--- src/hw/fpb_map.svh ---
/*
  timing counts and field positions for the flash parallel bus host controller.
  assumes a 100 MHz controller clock; included by bare name.
*/
`ifndef FPB_MAP_SVH
`define FPB_MAP_SVH
`define FPB_CLK_PERIOD_NS 10
`define FPB_ADDR_W 17
`define FPB_DATA_W 16
`define FPB_BYTE_W 8
`define FPB_ID_LINE_BIT 9
`define FPB_WORD_ADDR_BIT 0
`define FPB_TOP_DQ_BIT 15
`define FPB_SETUP_NS 60
`define FPB_SETUP_CYC ((`FPB_SETUP_NS + `FPB_CLK_PERIOD_NS - 1) / `FPB_CLK_PERIOD_NS)
`define FPB_PULSE_NS 60
`define FPB_PULSE_CYC ((`FPB_PULSE_NS + `FPB_CLK_PERIOD_NS - 1) / `FPB_CLK_PERIOD_NS)
`define FPB_HOLD_NS 20
`define FPB_HOLD_CYC ((`FPB_HOLD_NS + `FPB_CLK_PERIOD_NS - 1) / `FPB_CLK_PERIOD_NS)
`define FPB_WAKE_NS 300
`define FPB_WAKE_CYC ((`FPB_WAKE_NS + `FPB_CLK_PERIOD_NS - 1) / `FPB_CLK_PERIOD_NS)
`define FPB_CNT_W 6
`define FPB_PROG_CMD 16'h0040
`define FPB_READ_ARRAY_CMD 16'h00ff
`endif

--- src/hw/fpb_pkg.sv ---
/*
  types for the flash parallel bus host controller.
  assumes the constants header is compiled alongside.
*/
package fpb_pkg;
  typedef enum logic [2:0] {
    FPB_IDLE = 3'b000,
    FPB_SETUP = 3'b001,
    FPB_PULSE = 3'b011,
    FPB_HOLD = 3'b010,
    FPB_DONE = 3'b110,
    FPB_WAKE = 3'b100
  } fpb_state_type;
  typedef enum logic [1:0] {
    FPB_OP_READ = 2'h0,
    FPB_OP_WRITE = 2'h1,
    FPB_OP_PROGRAM = 2'h2,
    FPB_OP_IDREAD = 2'h3
  } fpb_op_type;
endpackage : fpb_pkg

--- src/hw/fpb_sync.sv ---
/*
  two-flop synchroniser for the data pins coming back from the flash.
  assumes the input is asynchronous to i_ref_clk.
*/
`timescale 1ns/1ns
module fpb_sync (
  input wire logic i_ref_clk,
  input wire logic i_reset_n,
  input wire logic [15:0] i_async,
  output logic [15:0] o_sync
);
  logic [15:0] meta_r;
  // first stage feeds only the second stage
  always_ff @(posedge i_ref_clk or negedge i_reset_n) begin
    if (!i_reset_n) begin
      meta_r <= 16'h0000;
      o_sync <= 16'h0000;
    end else begin
      meta_r <= i_async;
      o_sync <= meta_r;
    end
  end
endmodule : fpb_sync

--- src/hw/fpb_host.sv ---
/*
  host-side controller that drives a boot-block flash over its parallel pins:
  chip/write/output enables, address, byte select, reset/power-down, id-line
  high-voltage request and two-way data pins.
  assumes a single 100 MHz clock; the high-voltage switch on the id line is
  external logic steered by o_id_hv_en.
*/
`timescale 1ns/1ns
`include "fpb_map.svh"
// Functional notes
// - host raises id line to high voltage to read signature codes.
// - program data supplied on second write cycle of program command.
// - commands sent on low lanes with chip and write enable low.
// - byte mode top data pin is least significant address; id reads in byte mode leave it undriven.
// - address and data held stable around write-enable rising edge.
module fpb_host
  import fpb_pkg::*;
(
  input wire logic i_ref_clk,
  input wire logic i_reset_n,
  input wire logic i_req_valid,
  output logic o_req_ready,
  input wire logic [1:0] i_req_op,
  input wire logic [17:0] i_req_addr,
  input wire logic [15:0] i_req_wdata,
  input wire logic i_byte_mode,
  input wire logic i_powerdown,
  output logic o_rsp_valid,
  output logic [15:0] o_rsp_rdata,
  output logic o_ce_n,
  output logic o_we_n,
  output logic o_oe_n,
  output logic o_byte_mode_n,
  output logic o_reset_powerdown_n,
  output logic o_id_hv_en,
  output logic [16:0] o_addr,
  input wire logic [15:0] i_dq,
  output logic [15:0] o_dq,
  output logic [15:0] o_dq_oe
);
  fpb_state_type state_r, state_nxt;
  fpb_op_type op_r;
  logic second_r;
  logic byte_r;
  logic [17:0] addr_r;
  logic [15:0] wdata_r;
  logic [`FPB_CNT_W-1:0] cnt_r;
  logic [15:0] dq_sync;
  logic is_write;
  logic cnt_zero;
  logic pd_r;

  fpb_sync u_sync (
    .i_ref_clk(i_ref_clk),
    .i_reset_n(i_reset_n),
    .i_async(i_dq),
    .o_sync(dq_sync)
  );

  assign is_write = (op_r == FPB_OP_WRITE) || (op_r == FPB_OP_PROGRAM);
  assign cnt_zero = (cnt_r == '0);
  assign o_req_ready = (state_r == FPB_IDLE) && !i_powerdown && !pd_r;

  // next-state; program op runs two write cycles, command then data
  always_comb begin
    state_nxt = state_r;
    case (state_r)
      FPB_IDLE: if (i_req_valid && o_req_ready) state_nxt = FPB_SETUP;
      FPB_SETUP: if (cnt_zero) state_nxt = FPB_PULSE;
      FPB_PULSE: if (cnt_zero) state_nxt = FPB_HOLD;
      FPB_HOLD: begin
        if (cnt_zero) state_nxt = (op_r == FPB_OP_PROGRAM && !second_r) ? FPB_SETUP : FPB_DONE;
      end
      FPB_DONE: state_nxt = FPB_IDLE;
      FPB_WAKE: if (cnt_zero) state_nxt = FPB_IDLE;
      default: state_nxt = FPB_IDLE;
    endcase
  end

  // state register; power-down entry wins over any cycle in flight
  always_ff @(posedge i_ref_clk or negedge i_reset_n) begin
    if (!i_reset_n) state_r <= FPB_IDLE;
    else if (i_powerdown) state_r <= FPB_IDLE;
    else if (pd_r) state_r <= FPB_WAKE;
    else state_r <= state_nxt;
  end

  // reset/power-down pin; rising edge puts the flash back in read-array
  always_ff @(posedge i_ref_clk or negedge i_reset_n) begin
    if (!i_reset_n) pd_r <= 1'b1;
    else pd_r <= i_powerdown;
  end
  assign o_reset_powerdown_n = !pd_r;

  // phase counter, loaded on each phase change
  always_ff @(posedge i_ref_clk or negedge i_reset_n) begin
    if (!i_reset_n) cnt_r <= '0;
    else if (pd_r) cnt_r <= `FPB_CNT_W'(`FPB_WAKE_CYC - 1);
    else if (state_r != state_nxt) begin
      case (state_nxt)
        FPB_SETUP: cnt_r <= `FPB_CNT_W'(`FPB_SETUP_CYC - 1);
        FPB_PULSE: cnt_r <= `FPB_CNT_W'(`FPB_PULSE_CYC - 1);
        FPB_HOLD: cnt_r <= `FPB_CNT_W'(`FPB_HOLD_CYC - 1);
        default: cnt_r <= '0;
      endcase
    end else if (!cnt_zero) cnt_r <= cnt_r - 1'b1;
  end

  // request capture; byte mode is frozen per transfer
  always_ff @(posedge i_ref_clk or negedge i_reset_n) begin
    if (!i_reset_n) begin
      op_r <= FPB_OP_READ;
      addr_r <= 18'h0_0000;
      wdata_r <= 16'h0000;
      byte_r <= 1'b0;
      second_r <= 1'b0;
    end else if (state_r == FPB_IDLE && i_req_valid && o_req_ready) begin
      op_r <= fpb_op_type'(i_req_op);
      addr_r <= i_req_addr;
      wdata_r <= i_req_wdata;
      byte_r <= i_byte_mode;
      second_r <= 1'b0;
    end else if (state_r == FPB_HOLD && cnt_zero) second_r <= 1'b1;
  end

  // pin strobes; write enable rises at the end of pulse with address/data still held
  always_ff @(posedge i_ref_clk or negedge i_reset_n) begin
    if (!i_reset_n) begin
      o_ce_n <= 1'b1;
      o_we_n <= 1'b1;
      o_oe_n <= 1'b1;
    end else begin
      o_ce_n <= !(state_nxt == FPB_SETUP || state_nxt == FPB_PULSE || state_nxt == FPB_HOLD) || i_powerdown;
      o_we_n <= !(state_nxt == FPB_PULSE && is_write) || i_powerdown;
      o_oe_n <= !((state_nxt == FPB_PULSE || state_nxt == FPB_HOLD) && !is_write) || i_powerdown;
    end
  end

  // address, byte select and id-line high voltage; held through hold phase
  always_ff @(posedge i_ref_clk or negedge i_reset_n) begin
    if (!i_reset_n) begin
      o_addr <= 17'h0_0000;
      o_byte_mode_n <= 1'b1;
      o_id_hv_en <= 1'b0;
    end else if (state_r == FPB_SETUP) begin
      o_addr <= addr_r[17:1];
      o_byte_mode_n <= !byte_r;
      o_id_hv_en <= (op_r == FPB_OP_IDREAD);
      if (op_r == FPB_OP_IDREAD) o_addr[`FPB_ID_LINE_BIT] <= 1'b0;
    end else if (state_r == FPB_DONE || state_r == FPB_IDLE) begin
      o_id_hv_en <= 1'b0;
    end
  end

  // data drive; byte mode puts byte address on the top pin except on id reads, upper lanes released
  always_ff @(posedge i_ref_clk or negedge i_reset_n) begin
    if (!i_reset_n) begin
      o_dq <= 16'h0000;
      o_dq_oe <= 16'h0000;
    end else if (state_r == FPB_SETUP && is_write) begin
      o_dq <= (op_r == FPB_OP_PROGRAM && !second_r) ? `FPB_PROG_CMD : wdata_r;
      o_dq_oe <= byte_r ? 16'h00ff : 16'hffff;
      if (byte_r) o_dq[`FPB_TOP_DQ_BIT] <= addr_r[0];
      if (byte_r) o_dq_oe[`FPB_TOP_DQ_BIT] <= 1'b1;
    end else if (state_r == FPB_SETUP && byte_r && op_r != FPB_OP_IDREAD) begin
      o_dq <= {addr_r[0], 15'h0000};
      o_dq_oe <= 16'h8000;
    end else if (state_r == FPB_SETUP) begin
      o_dq_oe <= 16'h0000;
    end else if (state_r == FPB_DONE || state_r == FPB_IDLE) begin
      o_dq_oe <= 16'h0000;
    end
  end

  // read data capture; upper lanes dropped for byte or id reads
  always_ff @(posedge i_ref_clk or negedge i_reset_n) begin
    if (!i_reset_n) begin
      o_rsp_valid <= 1'b0;
      o_rsp_rdata <= 16'h0000;
    end else begin
      o_rsp_valid <= (state_r == FPB_DONE);
      if (state_r == FPB_HOLD && cnt_zero && !is_write) begin
        if (byte_r || op_r == FPB_OP_IDREAD) o_rsp_rdata <= {8'h00, dq_sync[7:0]};
        else o_rsp_rdata <= dq_sync;
      end
    end
  end

  // pin protocol checks on the controller clock; quiet while reset is held
  // write pulse lasts the full pulse phase, six cycles at 100 MHz
  property p_we_pulse_len;
    @(posedge i_ref_clk) disable iff (!i_reset_n)
    $fell(o_we_n) |-> !o_we_n [*6];
  endproperty
  a_we_pulse_len: assert property (p_we_pulse_len) else $error("write pulse too short");

  // address and data must not move during the pulse or at its rising edge
  property p_we_hold;
    @(posedge i_ref_clk) disable iff (!i_reset_n)
    !o_we_n |=> $stable(o_addr) && $stable(o_dq) && $stable(o_dq_oe);
  endproperty
  a_we_hold: assert property (p_we_hold) else $error("address or data moved around write pulse");

  // while the flash drives, the host releases the data lanes; only the byte address pin stays
  property p_oe_bus_free;
    @(posedge i_ref_clk) disable iff (!i_reset_n)
    !o_oe_n |-> (o_dq_oe == 16'h0000) || ((o_dq_oe == 16'h8000) && !o_byte_mode_n);
  endproperty
  a_oe_bus_free: assert property (p_oe_bus_free) else $error("host drives data lanes during read");

  // a strobe outside chip enable would be ignored by the flash
  property p_strobe_in_ce;
    @(posedge i_ref_clk) disable iff (!i_reset_n)
    (!o_we_n || !o_oe_n) |-> !o_ce_n;
  endproperty
  a_strobe_in_ce: assert property (p_strobe_in_ce) else $error("strobe without chip enable");

  // id line back to logic levels in the same cycle the answer is handed over
  property p_hv_off_at_rsp;
    @(posedge i_ref_clk) disable iff (!i_reset_n)
    o_rsp_valid |-> !o_id_hv_en;
  endproperty
  a_hv_off_at_rsp: assert property (p_hv_off_at_rsp) else $error("id line still high at answer");

  // no strobes while the flash sits in power-down
  property p_pd_quiet;
    @(posedge i_ref_clk) disable iff (!i_reset_n)
    !o_reset_powerdown_n |-> o_ce_n && o_we_n && o_oe_n;
  endproperty
  a_pd_quiet: assert property (p_pd_quiet) else $error("strobe during power-down");

  // main scenarios reached
  property p_cov_byte_write;
    @(posedge i_ref_clk) disable iff (!i_reset_n)
    $rose(o_we_n) && !o_byte_mode_n;
  endproperty
  c_byte_write: cover property (p_cov_byte_write);
  property p_cov_id_read;
    @(posedge i_ref_clk) disable iff (!i_reset_n)
    $rose(o_oe_n) && o_id_hv_en;
  endproperty
  c_id_read: cover property (p_cov_id_read);
  property p_cov_byte_read_hi;
    @(posedge i_ref_clk) disable iff (!i_reset_n)
    !o_oe_n && !o_byte_mode_n && o_dq[15] && o_dq_oe[15];
  endproperty
  c_byte_read_hi: cover property (p_cov_byte_read_hi);
  property p_cov_wake;
    @(posedge i_ref_clk) disable iff (!i_reset_n)
    $rose(o_reset_powerdown_n);
  endproperty
  c_wake: cover property (p_cov_wake);
endmodule : fpb_host

--- config.mk ---
export PLATFORM = sky130hd
export DESIGN_NAME = fpb_host
export DESIGN_NICKNAME = d
export VERILOG_FILES = /design/src/hw/fpb_pkg.sv /design/src/hw/fpb_sync.sv /design/src/hw/fpb_host.sv
export VERILOG_INCLUDE_DIRS = /design/src /design/src/hw
export SDC_FILE = /design/constraint.sdc
export NUM_CORES = 1
export LEC_CHECK = 0
export BUFFER_PORTS_ARGS = -buffer_cell sky130_fd_sc_hd__buf_2
export CAP_MARGIN = 20
export CORE_ASPECT_RATIO = 1.25
export CORE_MARGIN = 2
export CORE_UTILIZATION = 57
export CTS_CLUSTER_SIZE = 30
export DETAILED_ROUTE_END_ITERATION = 6
export GPL_TIMING_DRIVEN = 0
export PLACE_DENSITY = 0.85
export SETUP_SLACK_MARGIN = 0.02
export SLEW_MARGIN = 10
export SYNTH_ARGS = -nofsm -noshare
export SYNTH_HDL_FRONTEND = slang
export SYNTH_HIERARCHICAL = 1
export SYNTH_SLANG_ARGS = --single-unit
--- constraint.sdc ---
create_clock -name i_ref_clk -period 3.9 [get_ports i_ref_clk]
set_input_delay 0.78 -clock i_ref_clk [delete_from_list [all_inputs] [get_ports i_ref_clk]]
set_output_delay 0.78 -clock i_ref_clk [all_outputs]
set_load 0.05 [all_outputs]
# Yosys cells after proc, flatten, opt, wreduce, memory -nomap -nowiden
# Index checks and enable logic that the tools add are counted.
# classes
addsub,1
eq_ne,14
mux,29
n_reduce_logical,37
# ops
op,n
$mux 16,9
$mux 3,8
$mux 6,3
$pmux 3 s5,1
$logic_and 1x1->1,13
$eq 3x2->1 const B,4
$logic_or 1x1->1,9
$logic_not 1->1,8
$mux 1,7
$eq 3x1->1 const B,2
$eq 3x3->1 const B,2
$logic_not 6->1,1
$pmux 3 s2,1
$reduce_bool 2->1,3
$sub 6x1->6 const B,1
$eq 2x2->1 const B,2
$reduce_bool 4->1,1
$logic_not 3->1,1
$ne 3x1->1 const B,1
$ne 3x3->1,1
$eq 2x1->1 const B,1
$ne 2x2->1 const B,1
$reduce_or 2->1,1
# totals
regBits,151
inputBits,57
out_inout_bits,73
elab_cells,101

# Logic depth before layout (Yosys ltp)
# depth
depth_word,11
mapped_depth,9
depth_no_buf,6

# Cells and area by module
# Netlist, hierarchy kept.
# modules_own_cells
module,instances,cells_each,area_each_um2
fpb_host,1,452,4433.0
fpb_sync,1,32,800.8

# Worst setup path before layout
# Ideal clock, no wire load.
# synth_path
path_kind,reg2out
from,reg state_r[1]
to,out o_req_ready
t_arrival_ns,2.389
required_time_ns,3.120
setup_slack_ns,0.731
stages_incl_launch_ff,5
path_cell_list,dfrtp_1 -> clkbuf_1 -> or2_2 -> clkbuf_1 -> nor4_1
# synth_via
elab_chain_len,3
# synth_rtl
item,line_no,text
start: declaration,fpb_host.sv:41,"fpb_state_type state_r, state_nxt;"
start signal: assignment,fpb_host.sv:85,else state_r <= state_nxt;
$logic_not 3->1,fpb_host.sv:62,assign o_req_ready = (state_r == FPB_IDLE) && !i_powerdown && !pd_r;
$logic_and 1x1->1 (2 in a row),fpb_host.sv:62,
end: declaration,fpb_host.sv:22,"output logic o_req_ready,"
# No other way between the ends.

# Worst setup path after layout
# Same ends and word-level chain as after synthesis.

==> impl.org <==
** Run status
- Result of the run :: complete, no violations

** Global routing
- Pin count of the biggest net entering global routing :: 99
- The number of global-route vias before repair was 4003.
- Global-route usage over all layers :: approximately a quarter
- The total overflow left after global routing is 0.
- Number of antenna violations at the first check in global routing :: 0
- The first global-routing pass estimated roughly 19000 um of wire.

** Placement
- Buffers placed on the I/O ports in this run total 129.
- Final GP Congestion :: 0.866
- Half-perimeter wire length after detailed placement :: 7760 um
- In this run the cell area measured after placement is about 6100 um^2.
- Placed insts :: ~740

** Critical path
- CP startpoint kind :: register
- The largest single stage delay on the critical path is about 0.36 ns.
- Walking the worst path, the cells encountered are clkbuf_1 > or2_2 > clkbuf_1 > nor4_1 > buf_2.
- Along the worst path, the maximum fanout reaches 9.
- Most repeated library cell on the critical path :: clkbuf_1
- Critical Path AT :: 1.95 ns
- The critical path is of the register to primary output type.
- Critical Path RT :: around 3.1 ns
- STA classifies the critical path endpoint as a primary output.
- The slowest stage of the critical path is the dfrtp_1 cell.

** STA
- Timing would allow up to about 370 MHz.
- After routing, the total negative slack on setup checks comes to 0 ns.
- Measured against its own limit, the worst slew margin works out to 41.3%.
- Layout Skew :: slightly above 0.008 ns
- Setup violations remaining at the end of the flow were counted as 0.
- The final count of pins violating max slew was 0.
- In the finished design, the share of the clock period the worst path needs comes to roughly 70%.
- At the pin with the least slew margin, the transition time is 0.868 ns.
- Setup repair after global routing left no endpoint under its margin.
- The worst path in the final design needs a cycle of 2.73 ns, including I/O delays and setup.
- Fin. Hold Viols :: 0

** Logic synthesis
- The share of the Yosys chip area taken by registers is 66.1%.
- Synthesis inferred 138 register bits.
- The synthesized netlist devotes 7.72% of its cell area to compound gates.
- After technology mapping, the gate count stands at between 400 and 500.
- The portion of synthesized area spent on multiplexers is 2.01%.
- The most used flip-flop cell after synthesis is dfrtp_1.
- Main combinational cell family by area after synthesis :: simple AND/OR/NAND/NOR gates
- Post-synthesis xor/xnor area fraction :: less than 1%
- Count of distinct cell types in the synthesized netlist :: 47
- For this run, asynchronously set or reset flops after synthesis account for 100%.
- Post-Synth Simple-Gate Area :: between 10% and 20%
- In this run, synthesis inferred 0 flip-flops with an integrated enable.
- Summing the areas of all fa, ha and maj instances in the mapped netlist gives less than 1% of the synthesized area.
- Net count after synthesis :: 544
- Yosys printed 6 warnings.
- Post-synthesis instance area :: ~5200 um^2
- Each instance of the synthesized netlist takes up on average 10.8 um^2.

** Final layout
- In the final design database the tool counted approximately 690 nets.
- Once layout is complete, the cells apart from fillers number about 770.
- Cells with a size suffix above 1 make up a little under a third of the layout.
- Antenna Diode Count :: 0
- The finished cells cover ~6700 um^2.
- Counting the fill cells in the layout gives 621.
- Register area :: 3460 um^2
- In the final layout, the multi-input gates occupy approximately 1500 um^2.
- The area growth from synthesis to layout is 27.2%.

** Power
- Summed over all nets, the switching power comes to between 1 and 1.5 mW.
- Share of total power in sequential cells :: a little over two fifths
- Total power divided by cell area :: roughly 600 nW/um^2
- Post-layout total power :: 3.98 mW
- Combinational cells account for between 15 and 20% of the total power.
- Static leakage :: about 3.6 nW
- The share of total power dissipated in the clock network is between 30 and 40%.
- IR analysis of the VDD net gives a maximum drop of roughly 0.36 mV.
- Net Sw Frac :: between 20% and 30%
- The internal portion of the total power is between 2 and 3 mW.

** Floorplan
- Placeable core region :: roughly 9000 um^2
- Number of top-level pins :: 130
- The floorplan step set the die width to about 90 um.
- The floorplan step defined a die boundary enclosing ~10000 um^2.
- The initialized floorplan defines 39 standard-cell rows.
- Initial standard-cell utilization of the core :: 58.0%
- The die is 111 um tall.

** Detailed routing
- Number of antenna-violating nets in the routed design :: 0
- Average via count per standard cell :: roughly 5.1
- In this run, the number of DRC markers left after iteration 0 of detailed routing was approximately 260.
- DRC Markers :: 0
- Summed over all layers, the routed wires come to between 10000 and 15000 um.
- Vias :: a little under 4000
- Drt first pass iters :: 4
- Dividing the detail-routed wire length by the instance count gives 14.6 um.

** Worst hold path
- The worst hold path belongs to the class primary input to asynchronous set/reset pin.

** Job
- Max_cap viols :: 0

** Clock tree
- TritonCTS created 17 clock buffers.
- Number of hold buffers added after cts :: 0
- Gates resized during post-CTS repair numbered 0.
- For this design, the sink count on the clock tree is about 140.
- After clock tree synthesis, the clock-pin slew on the worst setup and hold paths is roughly 0.050 ns.
- The number of setup buffers added after CTS is 0.
- In this run the deepest clock path goes through 2 buffers.
- Clock insertion delay at the later pin of the skew report :: 0.41 ns
- CTS HTree Levels :: 4
- Root Driver :: clkbuf_16
- TritonCTS built the clock tree.
==> synthesized netlist by cell type, types with 2 or more instances <==
library cell / count / share of area [%]
or3b_2: 3 / 0.50
buf_1: 2 / 0.14
nor3_1: 8 / 0.77
inv_1: 8 / 0.57
o31ai_1: 2 / 0.29
mux2_2: 4 / 0.86
or2_2: 2 / 0.24
nor4b_1: 2 / 0.33
a21oi_1: 4 / 0.38
dfrtp_1: 133 / 64
nor2_1: 9 / 0.65
buf_4: 13 / 1.9
a22o_1: 15 / 2.5
nand4_1: 2 / 0.24
nor4_1: 4 / 0.48
mux2_4: 4 / 1.1
clkbuf_1: 17 / 1.2
a31oi_1: 3 / 0.36
o21ai_0: 19 / 1.8
nor2b_1: 5 / 0.60
buf_6: 2 / 0.43
buf_2: 2 / 0.19
nand2b_1: 5 / 0.60
ha_1: 3 / 0.72
o311ai_0: 2 / 0.33
nand2_1: 183 / 13
o31a_1: 2 / 0.33
nand3_1: 3 / 0.29
dfstp_2: 5 / 2.5
==> layout make-up <==
type | count | area share (%)
Sequential cell | 138 | 52.0
Multi-Input combinational cell | 302 | 23.2
Timing Repair Buffer | 130 | 10.2
Clock buffer | 18 | 6.60
Buffer | 36 | 3.03
Tap cell | 123 | 2.31
Clock inverter | 13 | 2.29
Inverter | 8 | 0.451
==> logic make-up after synthesis <==
group | after synthesis
muxes | 8
DFF | 138
AOI/OAI and AO/OA | 58
buffers and inverters | 44
and+or+nand+nor | 231
xor gates and xnor gates | 2
adders and majority gates | 3
==> critical path, delay by kind of cell (launching register included) <==
| family | cells | cell delay (ns) |
|---|---|---|
| flops | 1 | 0.36 |
| buf+inv | 3 | 0.68 |
| simple gates | 2 | 0.52 |
==> sequential cells by signal, indices dropped and copies added, names as in the netlist, 2 cells and up <==
signal and cells:
o_addr 17, state_r 3, addr_r 18, u_sync/meta_r 16, op_r 2, u_sync/o_sync 16, o_dq 16, wdata_r 16
o_rsp_rdata 16, cnt_r 6, o_dq_oe 3
==> stage by stage <==
stage | hold WS [ns] | utilization [%] | setup WS (ns)
4_1_cts | 0.285 | 73.8 | 1.16
6_report | 0.282 | 73.8 | 1.17
5_1_grt | 0.289 | 73.8 | 1.04
2_1_floorplan | 0.331 | - | 0.731
3_3_place_gp | 0.334 | 66.8 | 0.356
3_5_place_dp | 0.335 | 67.2 | 1.01
==> worst paths after layout <==
check                                  start                 to  slack (ns)  cells past startpoint
max in group asynchronous          i_reset_n            o_dq[4]        2.83                      2
min in group i_ref_clk     u_sync/meta_r[15]  u_sync/o_sync[15]        0.34                      0
hold / removal                     i_reset_n     o_rsp_rdata[2]        0.28                      1
setup reg to reg                    cnt_r[0]     o_rsp_rdata[4]        1.35                      8
setup / recovery                  state_r[1]        o_req_ready        1.17                      5
hold reg to reg            u_sync/meta_r[15]  u_sync/o_sync[15]        0.34                      0
==> per-layer routing <==
| layer | global-route usage (%) | routed length, um | up-vias |
|---|---|---|---|
| li1 | - | - | 1876 |
| met3 | 6.93 | 674 | 26 |
| met2 | 38.8 | 5540 | 157 |
| met1 | 30.9 | 4700 | 1884 |
| met5 | 0 | 0 | - |
| met4 | 8.82 | 276 | 0 |
==> cells in the final DEF (no fill, tap or decap), types with 9 or more instances in the layout <==
cell,instances
nand2_1,183
dfrtp_1,133
buf_2,130
o21ai_0,19
clkbuf_1,17
clkbuf_16,17
a22o_1,15
buf_4,13
nor2_1,9
==> power by group through the flow <==
| stage | Combinational, mW | Clock (mW) | Sequential, mW |
|---|---|---|---|
| global route | 0.739 | 1.68 | 1.75 |
| finish | 0.682 | 1.57 | 1.72 |
| floorplan | 0.215 | 0 | 1.99 |
| CTS | 0.688 | 1.60 | 1.73 |
| global placement | 0.658 | 0 | 1.73 |
| detailed placement | 0.681 | 0 | 1.75 |
Note: power is estimated with default switching activity, not from simulation.
